[src/verilog/emx_pkg.sv]
package emx_pkg;

  // ------------------------------------------------------------
  // Configuration layout
  // ------------------------------------------------------------
  localparam int MUX_MODE_BIT_POS = 4;
  localparam int CFG_W = 8;
  localparam logic [7:0] CFG_RESET = 8'h00;

  // ------------------------------------------------------------
  // Bus widths and phase lengths (system clock cycles)
  // ------------------------------------------------------------
  localparam int ADDR_W = 16;
  localparam int DATA_W = 8;
  localparam int ALE_CYC = 2;
  localparam int STB_CYC = 2;
  localparam logic [7:0] DATA_RESET = 8'h00;

  typedef enum logic [2:0] {
    EMX_IDLE = 3'b000,
    EMX_ADDR = 3'b001,
    EMX_SETUP = 3'b011,
    EMX_STB = 3'b010,
    EMX_DONE = 3'b110
  } emx_state_t;

endpackage : emx_pkg

[src/verilog/emx_mux_if.sv]
`timescale 1ns/1ps
module emx_mux_if
  import emx_pkg::*;
#(
  parameter int AW = emx_pkg::ADDR_W
) (
  input wire logic clk_sys,
  input wire logic rst,
  input wire logic [emx_pkg::CFG_W-1:0] ext_mem_config_reg,
  input wire logic req_valid,
  output logic req_ready,
  input wire logic req_write,
  input wire logic [AW-1:0] req_addr,
  input wire logic [emx_pkg::DATA_W-1:0] req_wdata,
  output logic rsp_valid,
  output logic [emx_pkg::DATA_W-1:0] rsp_rdata,
  input wire logic [7:0] ad_in,
  output logic [7:0] ad_out,
  output logic ad_oe,
  output logic [AW-9:0] addr_hi,
  output logic [7:0] addr_lo,
  output logic ale,
  output logic rd_n,
  output logic wr_n
);
  import emx_pkg::*;

  // ------------------------------------------------------------
  // State and capture registers
  // ------------------------------------------------------------
  emx_state_t st_r, st_nxt;
  logic wr_r, wr_nxt;
  logic muxed_r, muxed_nxt;
  logic [AW-1:0] addr_r, addr_nxt;
  logic [7:0] wd_r, wd_nxt;
  logic [7:0] rd_r, rd_nxt;
  logic ld;
  logic [3:0] ld_val;
  logic tmr_zero;
  logic mux_mode_select_bit;
  logic [7:0] ad_out_r, ad_out_nxt;
  logic [7:0] addr_lo_r, addr_lo_nxt;

  assign mux_mode_select_bit = ext_mem_config_reg[MUX_MODE_BIT_POS];

  emx_cnt #(.W(4)) u_tmr (
    .clk_sys(clk_sys),
    .rst(rst),
    .load(ld),
    .load_val(ld_val),
    .zero(tmr_zero)
  );

  assign req_ready = (st_r == EMX_IDLE);

  always_comb begin
    st_nxt = st_r;
    wr_nxt = wr_r;
    muxed_nxt = muxed_r;
    addr_nxt = addr_r;
    wd_nxt = wd_r;
    rd_nxt = rd_r;
    ld = 1'b0;
    ld_val = 4'h0;
    case (st_r)
      EMX_IDLE: begin
        if (req_valid) begin
          wr_nxt = req_write;
          addr_nxt = req_addr;
          wd_nxt = req_wdata;
          muxed_nxt = ~mux_mode_select_bit;
          ld = 1'b1;
          ld_val = 4'(ALE_CYC - 1);
          st_nxt = ~mux_mode_select_bit ? EMX_ADDR : EMX_SETUP;
        end
      end
      EMX_ADDR: begin
        if (tmr_zero) begin
          st_nxt = EMX_SETUP; // ALE falls here
        end
      end
      EMX_SETUP: begin
        ld = 1'b1;
        ld_val = 4'(STB_CYC - 1);
        st_nxt = EMX_STB;
      end
      EMX_STB: begin
        if (tmr_zero) begin
          if (!wr_r) begin
            rd_nxt = ad_in;
          end
          st_nxt = EMX_DONE;
        end
      end
      EMX_DONE: begin
        st_nxt = EMX_IDLE;
      end
      default: begin
        st_nxt = EMX_IDLE;
      end
    endcase
  end

  always_ff @(posedge clk_sys) begin
    if (rst) begin
      st_r <= EMX_IDLE;
      wr_r <= 1'b0;
      muxed_r <= 1'b0;
      addr_r <= '0;
      wd_r <= DATA_RESET;
      rd_r <= DATA_RESET;
    end else begin
      st_r <= st_nxt;
      wr_r <= wr_nxt;
      muxed_r <= muxed_nxt;
      addr_r <= addr_nxt;
      wd_r <= wd_nxt;
      rd_r <= rd_nxt;
    end
  end

  // ------------------------------------------------------------
  // Pin drive
  // ------------------------------------------------------------
  // Strobes decode registered state only, so no glitches reach the latch.
  always_comb begin
    ale = (st_r == EMX_ADDR);
    rd_n = ~((st_r == EMX_STB) && !wr_r);
    wr_n = ~((st_r == EMX_STB) && wr_r);
    addr_hi = addr_r[AW-1:8];
    ad_oe = 1'b0;
    if (st_r == EMX_ADDR && muxed_r) begin
      ad_oe = 1'b1;
    end else if ((st_r == EMX_SETUP || st_r == EMX_STB || st_r == EMX_DONE) && wr_r) begin
      ad_oe = 1'b1;
    end
  end

  // Data pins are flops; decoding the next state keeps them in step with the strobes
  always_comb begin
    addr_lo_nxt = muxed_nxt ? 8'h00 : addr_nxt[7:0];
    ad_out_nxt = wd_nxt;
    if (st_nxt == EMX_ADDR && muxed_nxt) begin
      ad_out_nxt = addr_nxt[7:0];
    end
  end

  always_ff @(posedge clk_sys) begin
    if (rst) begin
      ad_out_r <= DATA_RESET;
      addr_lo_r <= '0;
    end else begin
      ad_out_r <= ad_out_nxt;
      addr_lo_r <= addr_lo_nxt;
    end
  end

  assign ad_out = ad_out_r;
  assign addr_lo = addr_lo_r;

  assign rsp_valid = (st_r == EMX_DONE);
  assign rsp_rdata = rd_r;
endmodule : emx_mux_if

[src/verilog/emx_cnt.sv]
`timescale 1ns/1ps
module emx_cnt #(
  parameter int W = 4
) (
  input wire logic clk_sys,
  input wire logic rst,
  input wire logic load,
  input wire logic [W-1:0] load_val,
  output logic zero
);
  logic [W-1:0] cnt_r;
  logic [W-1:0] cnt_nxt;

  always_comb begin
    cnt_nxt = cnt_r;
    if (load) begin
      cnt_nxt = load_val;
    end else if (cnt_r != '0) begin
      cnt_nxt = cnt_r - 1'b1;
    end
  end

  always_ff @(posedge clk_sys) begin
    if (rst) begin
      cnt_r <= '0;
    end else begin
      cnt_r <= cnt_nxt;
    end
  end

  assign zero = (cnt_r == '0);
endmodule : emx_cnt

[config.mk]
export PLATFORM = sky130hd
export DESIGN_NAME = emx_mux_if
export DESIGN_NICKNAME = d
export VERILOG_FILES = /design/src/verilog/emx_pkg.sv /design/src/verilog/emx_mux_if.sv /design/src/verilog/emx_cnt.sv
export SDC_FILE = /design/constraint.sdc
export NUM_CORES = 1
export LEC_CHECK = 0
export BUFFER_PORTS_ARGS = -buffer_cell sky130_fd_sc_hd__buf_2
export CELL_PAD_IN_SITES_DETAIL_PLACEMENT = 0
export CELL_PAD_IN_SITES_GLOBAL_PLACEMENT = 1
export CORE_ASPECT_RATIO = 1.4
export CORE_UTILIZATION = 38
export DETAILED_ROUTE_END_ITERATION = 16
export GPL_TIMING_DRIVEN = 0
export PLACE_DENSITY_LB_ADDON = 0.1
export RECOVER_POWER = 50
export SLEW_MARGIN = 0
export SYNTH_ARGS = -nofsm -noshare
export SYNTH_HDL_FRONTEND = slang
export SYNTH_HIERARCHICAL = 1
export SYNTH_SLANG_ARGS = --single-unit
[constraint.sdc]
create_clock -name clk_sys -period 4.3 [get_ports clk_sys]
set_input_delay 0.215 -clock clk_sys [delete_from_list [all_inputs] [get_ports clk_sys]]
set_output_delay 0.215 -clock clk_sys [all_outputs]
set_load 0.01 [all_outputs]
## Yosys cells after proc, flatten, opt, wreduce, memory -nomap -nowiden

Index checks and enable logic that the tools add are counted.

| storage, ports and cells | value |
|---|---|
| bits in registers | 57 |
| input port bits | 44 |
| output and inout port bits | 38 |
| logic and storage cells | 55 |

| operators by class | value |
|---|---|
| add/subtract/negate cells | 1 |
| equality and inequality tests | 5 |
| multiplexer cells | 20 |
| bitwise gates (word level) | 4 |
| reductions and logical operators | 15 |

Operators by type and width:

| operator | number |
|---|---|
| 8-bit 2-to-1 mux | 5 |
| 3-bit case mux with 4 select lines | 1 |
| 3-bit 2-to-1 mux | 3 |
| 4-bit 2-to-1 mux | 2 |
| 3-bit by 1-bit equality test with 1-bit output, second input constant | 2 |
| 3-bit by 2-bit equality test with 1-bit output, second input constant | 2 |
| 1-bit 2-to-1 mux | 6 |
| 1-bit logical AND | 5 |
| 4-bit logical NOT | 1 |
| 1-bit inverter | 4 |
| 1-bit case mux with 2 select lines | 2 |
| 4-bit nonzero test | 1 |
| 4-bit by 1-bit subtractor with 4-bit output, second input constant | 1 |
| 3-bit equality test, second input constant | 1 |
| 3-bit logical NOT | 1 |
| 3-bit AND reduction | 1 |
| 1-bit logical OR | 2 |
| 2-bit 2-to-1 mux | 1 |
| 2-bit AND reduction | 1 |
| 2-bit nonzero test | 1 |
| 2-bit OR reduction | 1 |
| 1-bit logical NOT | 1 |

## Logic depth before layout (Yosys ltp)

Gate-level depths: netlist of the first run.

| logic depth | value |
|---|---|
| depth after elaboration | 6 |
| mapped depth | 8 |
| mapped depth without buffers | 7 |

## Hierarchy

Netlist of the first run, hierarchy kept.

Modules (own cells, without submodules):

| module | times used | cells each | area an instance (um^2) |
|---|---|---|---|
| emx_mux_if | 1 | 205 | 1996.9 |
| emx_cnt | 1 | 24 | 229.0 |

## Worst setup path before layout of the first run

No wires, ideal clock.

| timing | value |
|---|---|
| path kind | register to register |
| start point | reg u_tmr.cnt_r[0] |
| end point | reg ad_out_r[2], in the netlist ad_out[2] |
| setup time | 65 ps |
| arrival | 1935 ps |
| required time | 4235 ps |
| setup slack | 2300 ps |
| cell stages (with the launch flop) | 9 |
| buffers on the path | 1 |
| clock period less this slack | 2000 ps |
| path through | dfxtp_1 > inv_1 > ha_1 > nor3b_4 > and3b_1 > o21ai_1 > buf_2 > mux2_2 > nor2_1 |

| on the way | value |
|---|---|
| longest elaborated chain between the ends | 6 |
| elaborated cells on any way between the ends | 7 |
| classes of those cells | eq/ne: 1; mux: 4; reduce/logical: 2 |

RTL lines:

| what | RTL line | source |
|---|---|---|
| start: declaration | emx_cnt.sv:11 | `logic [W-1:0] cnt_r;` |
| start signal: assignment | emx_cnt.sv:27 | `cnt_r <= cnt_nxt;` |
| 4-bit logical NOT * | emx_cnt.sv:31 | `assign zero = (cnt_r == '0);` |
| net tmr_zero | emx_mux_if.sv:39 | `logic tmr_zero;` |
| 3-bit 2-to-1 mux (on tied branches) | emx_mux_if.sv:88, emx_mux_if.sv:78 |  |
| 3-bit case mux with 4 select lines * | emx_mux_if.sv:65 | `case (st_r)` |
| 3-bit by 1-bit equality test with 1-bit output * | emx_mux_if.sv:143 | `if (st_nxt == EMX_ADDR && muxed_nxt) begin` |
| 1-bit logical AND * | emx_mux_if.sv:143 |  |
| 8-bit 2-to-1 mux * | emx_mux_if.sv:143 |  |
| end signal: assignment | emx_mux_if.sv:153 | `ad_out_r <= ad_out_nxt;` |
| end: declaration | emx_mux_if.sv:41 | `logic [7:0] ad_out_r, ad_out_nxt;` |

The timed path passes the listed nets; every way through them passes the cells marked *.
A chain may end at the register's enable or synchronous reset.

## Final worst setup path of the first run

Ends and elaborated chain as after synthesis.

==> results of run 1 <==
-- worst max path at each step --
| stage | to | slack (ns) | cells after the start |
|---|---|---|---|
| 2_1_floorplan | ad_out[2] | 2.30 | 8 |
| 3_3_place_gp | ad_out[2] | 1.94 | 8 |
| 3_5_place_dp | ad_out[2] | 1.95 | 8 |
| 4_1_cts | ad_out[2] | 1.92 | 8 |
| 5_1_grt | ad_out[2] | 1.37 | 8 |
| 6_report | ad_out[2] | 1.55 | 8 |
-- worst max-delay path, cell delays in order (launching register included) --
cell and delay, ns:
dfxtp_1 0.32, inv_1 0.09, ha_1 0.18, nor3b_1 0.70
and3b_1 0.26, o21ai_1 0.37, buf_2 0.31, mux2_2 0.37
nor2_1 0.08
-- power by group through the flow --
stage,clock [mW],sequential [mW],combinational [mW]
2_1_floorplan,0,0.669,0.325
3_3_place_gp,0,0.657,0.460
3_5_place_dp,0,0.658,0.462
4_1_cts,0.509,0.647,0.464
5_1_grt,0.538,0.653,0.473
6_report,0.498,0.643,0.417
-- placed cells by master, fill, tap and decap left out, types with 8 or more instances in the layout --
cell | Yosys | layout
clkbuf_8 | 0 | 10
nand2_1 | 23 | 23
nor2b_1 | 9 | 9
a211oi_1 | 8 | 8
buf_4 | 9 | 8
clkbuf_1 | 5 | 44
a21oi_1 | 12 | 12
dfxtp_1 | 57 | 57
nor2_1 | 41 | 41
buf_2 | 4 | 43
mux2i_1 | 24 | 24
-- cell families (layout without fill, tap and decap cells) --
logic type | count (synthesis) | count (layout) | share of synthesized area
simple gates | 91 | 91 | 0.2063
compound gates | 26 | 26 | 0.07420
mux | 26 | 26 | 0.1180
buf+inv | 25 | 115 | 0.07363
flops | 57 | 57 | 0.5126
other cells | 1 | 3 | 0.001685
fa+ha+maj | 1 | 1 | 0.005620
xor+xnor | 2 | 2 | 0.007871
-- sequential cells by signal, summed over array words and instances (netlist names) --
name         cells
st_r             3
wd_r             8
wr_r             1
ad_out           8
u_tmr/cnt_r      4
muxed_r          1
addr_lo          8
rsp_rdata        8
addr_r          16
-- per-stage QoR --
stage	hold WS [ns]	util
floorplan	0.2943	-
global placement	0.4432	0.4831
detailed placement	0.4466	0.4831
CTS	0.09018	0.5184
global route	0.08534	0.5009
finish	0.1015	0.5009
-- area by class of cell --
class / count / area (sq um)
Timing Repair Buffer: 74 / 327.8
Clock buffer: 11 / 141.4
Buffer: 22 / 123.9
Multi-Input combinational cell: 149 / 902.1
Clock inverter: 5 / 55.05
Tap cell: 68 / 85.08
Fill cell: 590 / 2778
Sequential cell: 57 / 1141
Inverter: 3 / 11.26
-- routing by layer --
layer  global-route usage  vias to the layer above  part of all wire
met5                    0                        -                 0
met4               0.1223                        0             0.032
met3              0.06034                       13             0.077
met2               0.2710                       58              0.47
met1               0.1820                      819              0.42
li1                     -                      934                 -
==> results.cfg, run 1 <==
[layout]
areaGrowthSynthToFinish_pct = 25.24
fin_area_sq_mm = 0.002788
layout-drive-gt1-share = 0.2243
antenna_cells = 0
fin_cells = 389
nNetsFinal = 361

[floorplan]
die_area_sq_mm = 0.006172
die_x_microns = 66.69
die_h_microns = 92.56
core_sq_mm = 0.005565
start_util = 0.4000
io_pins = 82
num_rows = 32

[min_path]
min_to = addr_r[11]
hold_depth = 3
hold_start = req_addr[11]
hp-class = input pin to flip-flop

[sta]
drv_slew = 0
hold_violations = 0
skew_ns = 0.009298
relSlewSlack = 0.4452
setup_viol = 0
setup_slack_ns = 1.553
fin_crit_ns = 2.747
fmax_mhz = 364.1
tightest_slew_ns = 0.8305
rsz0062_at_grt = no
finalCritPeriodShare = 0.6388
setup_tns_ns = 0

[global_routing]
grt_max_degree = 11
antenna_found_initial = 0
grt_pass1_wl_mm = 7.583
grt_pass1_vias = 1700
overflow = 0
grtUsageTotal = 0.1705

[worst_setup_path]
reg2regPathDepth = 8
r2r_slack_ns = 1.55
critPathCaptureType = flip-flop
startpoint_type = flip-flop
regToRegStartpoint = u_tmr/cnt_r[0]
crit_start = u_tmr/cnt_r[0]
path_class = flip-flop to flip-flop
r2r_end = ad_out[2]
path_max_fanout = 10
cp.arrival_ns = 3.03
critPathRequiredTime_ns = 4.58

[clock_tree]
cts-resized-gates = 0
clk_pin_slew_ns = 0.07
htreeDepth = 3
clk_latency_ns = 0.35
cts_max_path_buffers = 2
cts_setup_buffers = 0
ctsHoldBuffers = 0
numCtsBuffers = 9
root_buffer = clkbuf_8
cts_sinks = 57
cts_tree = built

[place]
dp_cells = 373
hpwlAfterDp_mm = 3.382
pre_cts_ws_ns = 1.946
place_area_sq_mm = 0.002689
gp_congestion = 0.7045
numPortBuffers = 74

[synthesis]
seq_area_frac_synth = 0.5126
yosys.area.top_type_share = 0.5126
synth.most_common_cell = dfxtp_1
ys_seq_elements = 57
synth-async-reset-ratio = 0
syn_avg_cell_area_sq_um = 9.720
yosys-top-cells-area = dfxtp_1 51%, mux2i_1 11%, nor2_1 6.9%
yosys_warnings = 6
netlist-cell-type-count = 37
syn_inst = 229
ys_top_cells_by_count = 57 x dfxtp_1, 41 x nor2_1, 24 x mux2i_1
synth-edff-count = 0
netlist_area_sq_mm = 0.002226
synth_top_flop_cell = dfxtp_1
yosysTopAreaCell = dfxtp_1

[power]
power_switching_mw = 0.4782
p_clk_frac = 0.320
p_per_area_mw_per_mm2 = 559.2
p_total_mw = 1.559
combPwrFrac = 0.268
switching_share = 0.3068
p_leak_nw = 1.211
p_int_mw = 1.081
peakVddDrop_uv = 233.2
power_frac_seq = 0.413

[detailed_routing]
wirelength_mm = 4.733
vias_per_cell = 4.689
drt_iter0_drc = 40
drt_pre_antenna_iters = 6
wl_per_cell_microns = 12.17
dr_total_vias = 1824
drc = 0
antenna_left = 0

[run]
cap_violations = 0

[status]
status = completed
No activity file was read; power rests on OpenSTA's default activity.
==> run 2: changes to the inputs <==
- ABC_AREA: default -> 1
- CORE_UTILIZATION: 38 -> 34
- clock period: 4.3 -> 2.7 ns (I/O delays scaled with it)
==> run 2 against run 1 <==
Area after synthesis is 4.9% higher. Wire length increased by 14%. First-iteration DRC count did not move. Count of clock-buffer cells in the layout is 2 higher. Design area increased by 7.0%. Die area up 17%. Non-clock buffer count shrank 3. Largest cell class unchanged.
==> results.cfg, run 2 <==
[sta]
setup_viol = 0
setup_tns_ns = 0
relSlewSlack = 0.5312
hold_violations = 0
fmax_mhz = 447.4
fin_crit_ns = 2.235
rsz0062_at_grt = no
drv_slew = 0
skew_ns = 0.005444
finalCritPeriodShare = 0.8278
tightest_slew_ns = 0.6959

[layout]
fin_util = 0.4509
areaGrowthSynthToFinish_pct = 27.64
multi_input_area_sq_um = 913.4
final_common_cell = nor2_1
final_cell_mix = 76 x nor2_1, 64 x nand2_1, 57 x dfxtp_1
seq_area_sq_mm = 0.001141
largest_reg_flops = 16
nFillCells = 733
nNetsFinal = 459
top_register = addr_r
antenna_cells = 0
layout-drive-gt1-share = 0.1794

[synthesis]
synth-edff-count = 0
synth_top_flop_cell = dfxtp_1
yosysTopAreaCell = dfxtp_1
seq_area_frac_synth = 0.4885
yosys-top-cells-area = dfxtp_1 49%, nor2_1 12%, nand2_1 10%
synth-async-reset-ratio = 0
syn_inst = 327
ys_seq_elements = 57
synth.most_common_cell = nor2_1
yosys.area.top_type_share = 0.4885
yosys_warnings = 6
syn_avg_cell_area_sq_um = 7.144
netlist-cell-type-count = 24
netlist_area_sq_mm = 0.002336
ys_top_cells_by_count = 75 x nor2_1, 62 x nand2_1, 57 x dfxtp_1

[clock_tree]
htreeDepth = 3
cts_setup_buffers = 0
cts-resized-gates = 0
cts_max_path_buffers = 2
numCtsBuffers = 9
clk_pin_slew_ns = 0.06
cts_tree = built
root_buffer = clkbuf_8
cts_sinks = 57
clk_latency_ns = 0.33
ctsHoldBuffers = 0

[power]
p_leak_nw = 1.430
peakVddDrop_uv = 487.7
p_total_mw = 2.942
p_per_area_mw_per_mm2 = 986.8

[detailed_routing]
met3WireLength_microns = 277
drc = 0
met2_length_mm = 2.534
wl_per_cell_microns = 10.54
dr_total_vias = 2176
top_layer_used = met4
vias_per_cell = 4.267
antenna_left = 0
wirelength_mm = 5.377
drt-met1-wl_mm = 2.452
drt_iter0_drc = 40
drt_pre_antenna_iters = 4

[worst_setup_path]
regToRegStartpoint = st_r[2]
path_class = flip-flop to flip-flop
r2r_slack_ns = 0.47
path_max_fanout = 10
startpoint_type = flip-flop
cp.arrival_ns = 2.45
critPathRequiredTime_ns = 2.92
reg2regPathDepth = 11
r2r_end = u_tmr/cnt_r[1]
critPathCaptureType = flip-flop

[global_routing]
overflow = 0
grtUsageTotal = 0.1633
grt_max_degree = 11
grt_pass1_wl_mm = 9.045
grt_pass1_vias = 1991
antenna_found_initial = 0

[run]
cap_violations = 0

[floorplan]
num_rows = 35
die_area_sq_mm = 0.007211
die_x_microns = 72.06
core_sq_mm = 0.006613
die_h_microns = 100.1
start_util = 0.3533
io_pins = 82

[place]
gp_congestion = 0.7456
hpwlAfterDp_mm = 3.976
numPortBuffers = 74

[min_path]
hp-class = input pin to flip-flop
min_to = u_tmr/cnt_r[1]
hold_depth = 2
hold_start = rst

[status]
status = completed
run 2: cell count changes in the layout (fill, tap and decap cells not counted), moves of 3 or more:
cell,before,now
nor3_1,3,8
nor2_1,41,76
a211oi_1,8,0
clkbuf_8,10,13
clkbuf_1,44,41
o21ai_0,0,16
o21ai_1,1,8
mux2i_1,24,0
nand3_1,0,13
inv_2,0,3
nand2_1,23,64
inv_1,3,38
nor3b_1,3,0
nor2b_1,9,0
run 2: worst max-delay path by stage:
stage / cells after the start / startpoint / end / slack, ns
global placement: 11 / st_r[2] / u_tmr/cnt_r[1] / 0.51
finish: 11 / st_r[2] / u_tmr/cnt_r[1] / 0.47
global route: 11 / st_r[2] / u_tmr/cnt_r[3] / 0.16
detailed placement: 11 / st_r[2] / u_tmr/cnt_r[0] / 0.52
floorplan: 11 / st_r[2] / u_tmr/cnt_r[3] / 0.92
CTS: 11 / st_r[2] / u_tmr/cnt_r[0] / 0.50
run 2: layer usage:
layer  GRT usage  vias up
met3     0.04719       11
li1            -     1168
met5           0        -
met2      0.2649       53
met4     0.07692        0
met1      0.1979      944
run 2: cell families after synthesis:
family / after synthesis / synth area share
adder cells (fa/ha/maj): 1 / 0.005355
AND/OR/NAND/NOR: 170 / 0.3048
AO/OA/AOI/OAI: 37 / 0.07927
buffers and inverters: 61 / 0.1205
other: 1 / 0.001605
flip-flops: 57 / 0.4885
run 2: area by class of cell:
type	instances	area share
clock buffer	13	0.06001
inverter	42	0.05287
multi-input combinational	211	0.3063
clock inverter	2	0.01175
timing repair buffer	74	0.1091
buffer	19	0.03861
sequential	57	0.3827
tap	92	0.03861
run 2: through the flow:
stage / hold WS (ns) / instance area (sq um) / setup slack (ns) / std cells
2_1_floorplan: 0.2041 / 2344 / 0.9235 / 329
3_3_place_gp: 0.3567 / 2829 / 0.5097 / 495
3_5_place_dp: 0.3620 / 2829 / 0.5163 / 495
4_1_cts: 0.003400 / 3043 / 0.4987 / 510
5_1_grt: 0.01616 / 2982 / 0.1563 / 510
6_report: 0.01391 / 2982 / 0.4650 / 510
run 2: critical path, stage by stage, from the launching register on:
cell,delay [ns]
dfxtp_1,0.38
inv_2,0.07
nand2_1,0.09
nor2_1,0.06
nand2_1,0.20
buf_2,0.29
buf_2,0.27
o21ai_0,0.31
inv_2,0.20
nand3_2,0.13
nand2_1,0.08
a21oi_1,0.05
run 2: power breakdown:
group	internal [mW]	switching (mW)	total [mW]	leakage, nW
Clock	0.520	0.315	0.835	0.112
Sequential	1.04	0.0812	1.12	0.469
Combinational	0.343	0.647	0.990	0.849
Total	1.90	1.04	2.94	1.43
==> run 3: changes to the inputs <==
- clock period: 2.7 -> 2.1 ns (I/O delays scaled with it)
==> run 3 against run 2 <==
Register-to-register slack got worse by 0.22 ns. Clock skew about the same. Sequential power is 29% higher. Setup slack worse by 0.25 ns. Combinational power increased by 31%. Critical endpoint is now rsp_rdata[7].
==> results.cfg, run 3 (same netlist as run 2, synthesis figures left out) <==
[status]
status = completed

[clock_tree]
clk_pin_slew_ns = 0.06
cts_tree = built
cts_setup_buffers = 0
numCtsBuffers = 9
cts_max_path_buffers = 2
clk_latency_ns = 0.33
htreeDepth = 3
root_buffer = clkbuf_8
cts_sinks = 57

[sta]
rsz0062_at_grt = no
fmax_mhz = 530.1
skew_ns = 0.005411
whs_ns = 0.04496
drv_slew = 0
setup_tns_ns = 0
finalCritPeriodShare = 0.8982
setup_viol = 0
hold_violations = 0
fin_crit_ns = 1.886

[detailed_routing]
antenna_left = 0
dr_total_vias = 2204
wl_per_cell_microns = 10.43
drc = 0
drt_iter0_drc = 54
wirelength_mm = 5.415
drt_pre_antenna_iters = 4
vias_per_cell = 4.247

[global_routing]
grt_max_degree = 11
overflow = 0
grt_pass1_vias = 2034
grt_pass1_wl_mm = 9.149
antenna_found_initial = 0
grtUsageTotal = 0.1652

[power]
peakVddDrop_uv = 623.4
switching_share = 0.3537
combPwrFrac = 0.341
power_frac_seq = 0.377
p_clk_frac = 0.282
p_leak_nw = 1.469
p_int_mw = 2.462
p_per_area_mw_per_mm2 = 1235
power_switching_mw = 1.347

[layout]
final_common_cell = nor2_1
largest_reg_flops = 16
fin_util = 0.4662
antenna_cells = 0
top_register = addr_r
layout-drive-gt1-share = 0.1827
nNetsFinal = 468
final_cell_mix = 75 x nor2_1, 63 x nand2_1, 57 x dfxtp_1
fin_area_sq_mm = 0.003083
areaGrowthSynthToFinish_pct = 31.98
fin_cells = 519

[floorplan]
die_h_microns = 100.1
core_sq_mm = 0.006613
start_util = 0.3533
num_rows = 35
die_x_microns = 72.06
io_pins = 82
die_area_sq_mm = 0.007211

[place]
numPortBuffers = 74
gp_congestion = 0.7456
hpwlAfterDp_mm = 3.976
place_area_sq_mm = 0.002829
dp_cells = 495

[worst_setup_path]
r2r_end = u_tmr/cnt_r[1]
path_max_fanout = 10
startpoint_type = input pin
reg2regPathDepth = 11
cp.arrival_ns = 2.11
critPathCaptureType = flip-flop
path_class = input pin to flip-flop
regToRegStartpoint = st_r[2]
r2r_slack_ns = 0.25
critPathRequiredTime_ns = 2.32

[min_path]
hold_depth = 3
hold_start = req_addr[10]
hp-class = input pin to flip-flop
min_to = addr_r[10]

[run]
cap_violations = 0
==> run 3: what timing repair did <==
action                                  CTS  global route
resized for setup                         1             2
endpoints found under the setup margin    4             4
endpoints found under the hold margin    10             0
hold buffers                              9             0
==> run 3: power by group through the flow <==
| stage | registers [mW] | logic, mW | clock network (mW) |
|---|---|---|---|
| floorplan | 1.50 | 0.909 | 0 |
| global placement | 1.46 | 1.35 | 0 |
| detailed placement | 1.46 | 1.35 | 0 |
| CTS | 1.43 | 1.37 | 1.12 |
| global route | 1.46 | 1.50 | 1.16 |
| finish | 1.44 | 1.30 | 1.07 |
==> run 3: worst max-delay path by stage <==
| stage | startpoint | endpoint | slack (ns) |
|---|---|---|---|
| after floorplan | st_r[2] | u_tmr/cnt_r[3] | 0.32 |
| after CTS | st_r[2] | u_tmr/cnt_r[3] | 0.01 |
| after global routing | rst | rsp_rdata[7] | 0.006 |
| after detailed placement | st_r[2] | u_tmr/cnt_r[0] | -0.08 |
| final | rst | rsp_rdata[7] | 0.21 |
| after global placement | st_r[2] | u_tmr/cnt_r[1] | -0.09 |
==> run 3: final cells by class <==
cell class	count	area, sq um
clock inverter	2	35.03
timing repair buffer	83	415.4
tap	92	115.1
inverter	42	157.7
sequential	57	1141
clock buffer	13	178.9
fill	720	3530
buffer	19	117.6
multi-input combinational	211	922.1
==> run 3: routing by layer <==
metal | wire length, microns | global-route usage | up-vias
met5 | 0 | 0 | -
met4 | 115 | 0.07692 | 0
met3 | 252 | 0.04618 | 11
met2 | 2562 | 0.2707 | 48
met1 | 2484 | 0.1991 | 958
li1 | - | - | 1187
==> run 3: worst max-delay path, stage by stage <==
cell and delay [ns]:
dlygate4sd3_1 0.53, clkbuf_1 0.18, clkbuf_1 0.41, clkinv_1 0.39
clkbuf_1 0.31, o21ai_0 0.14, nor2_1 0.05
==> run 3: stage by stage <==
stage | power [mW] | worst slack (ns)
after global routing | 4.128 | 0.005618
after floorplan | 2.408 | 0.3235
final | 3.809 | 0.2137
after global placement | 2.801 | -0.09032
after detailed placement | 2.808 | -0.08367
after CTS | 3.927 | 0.01058
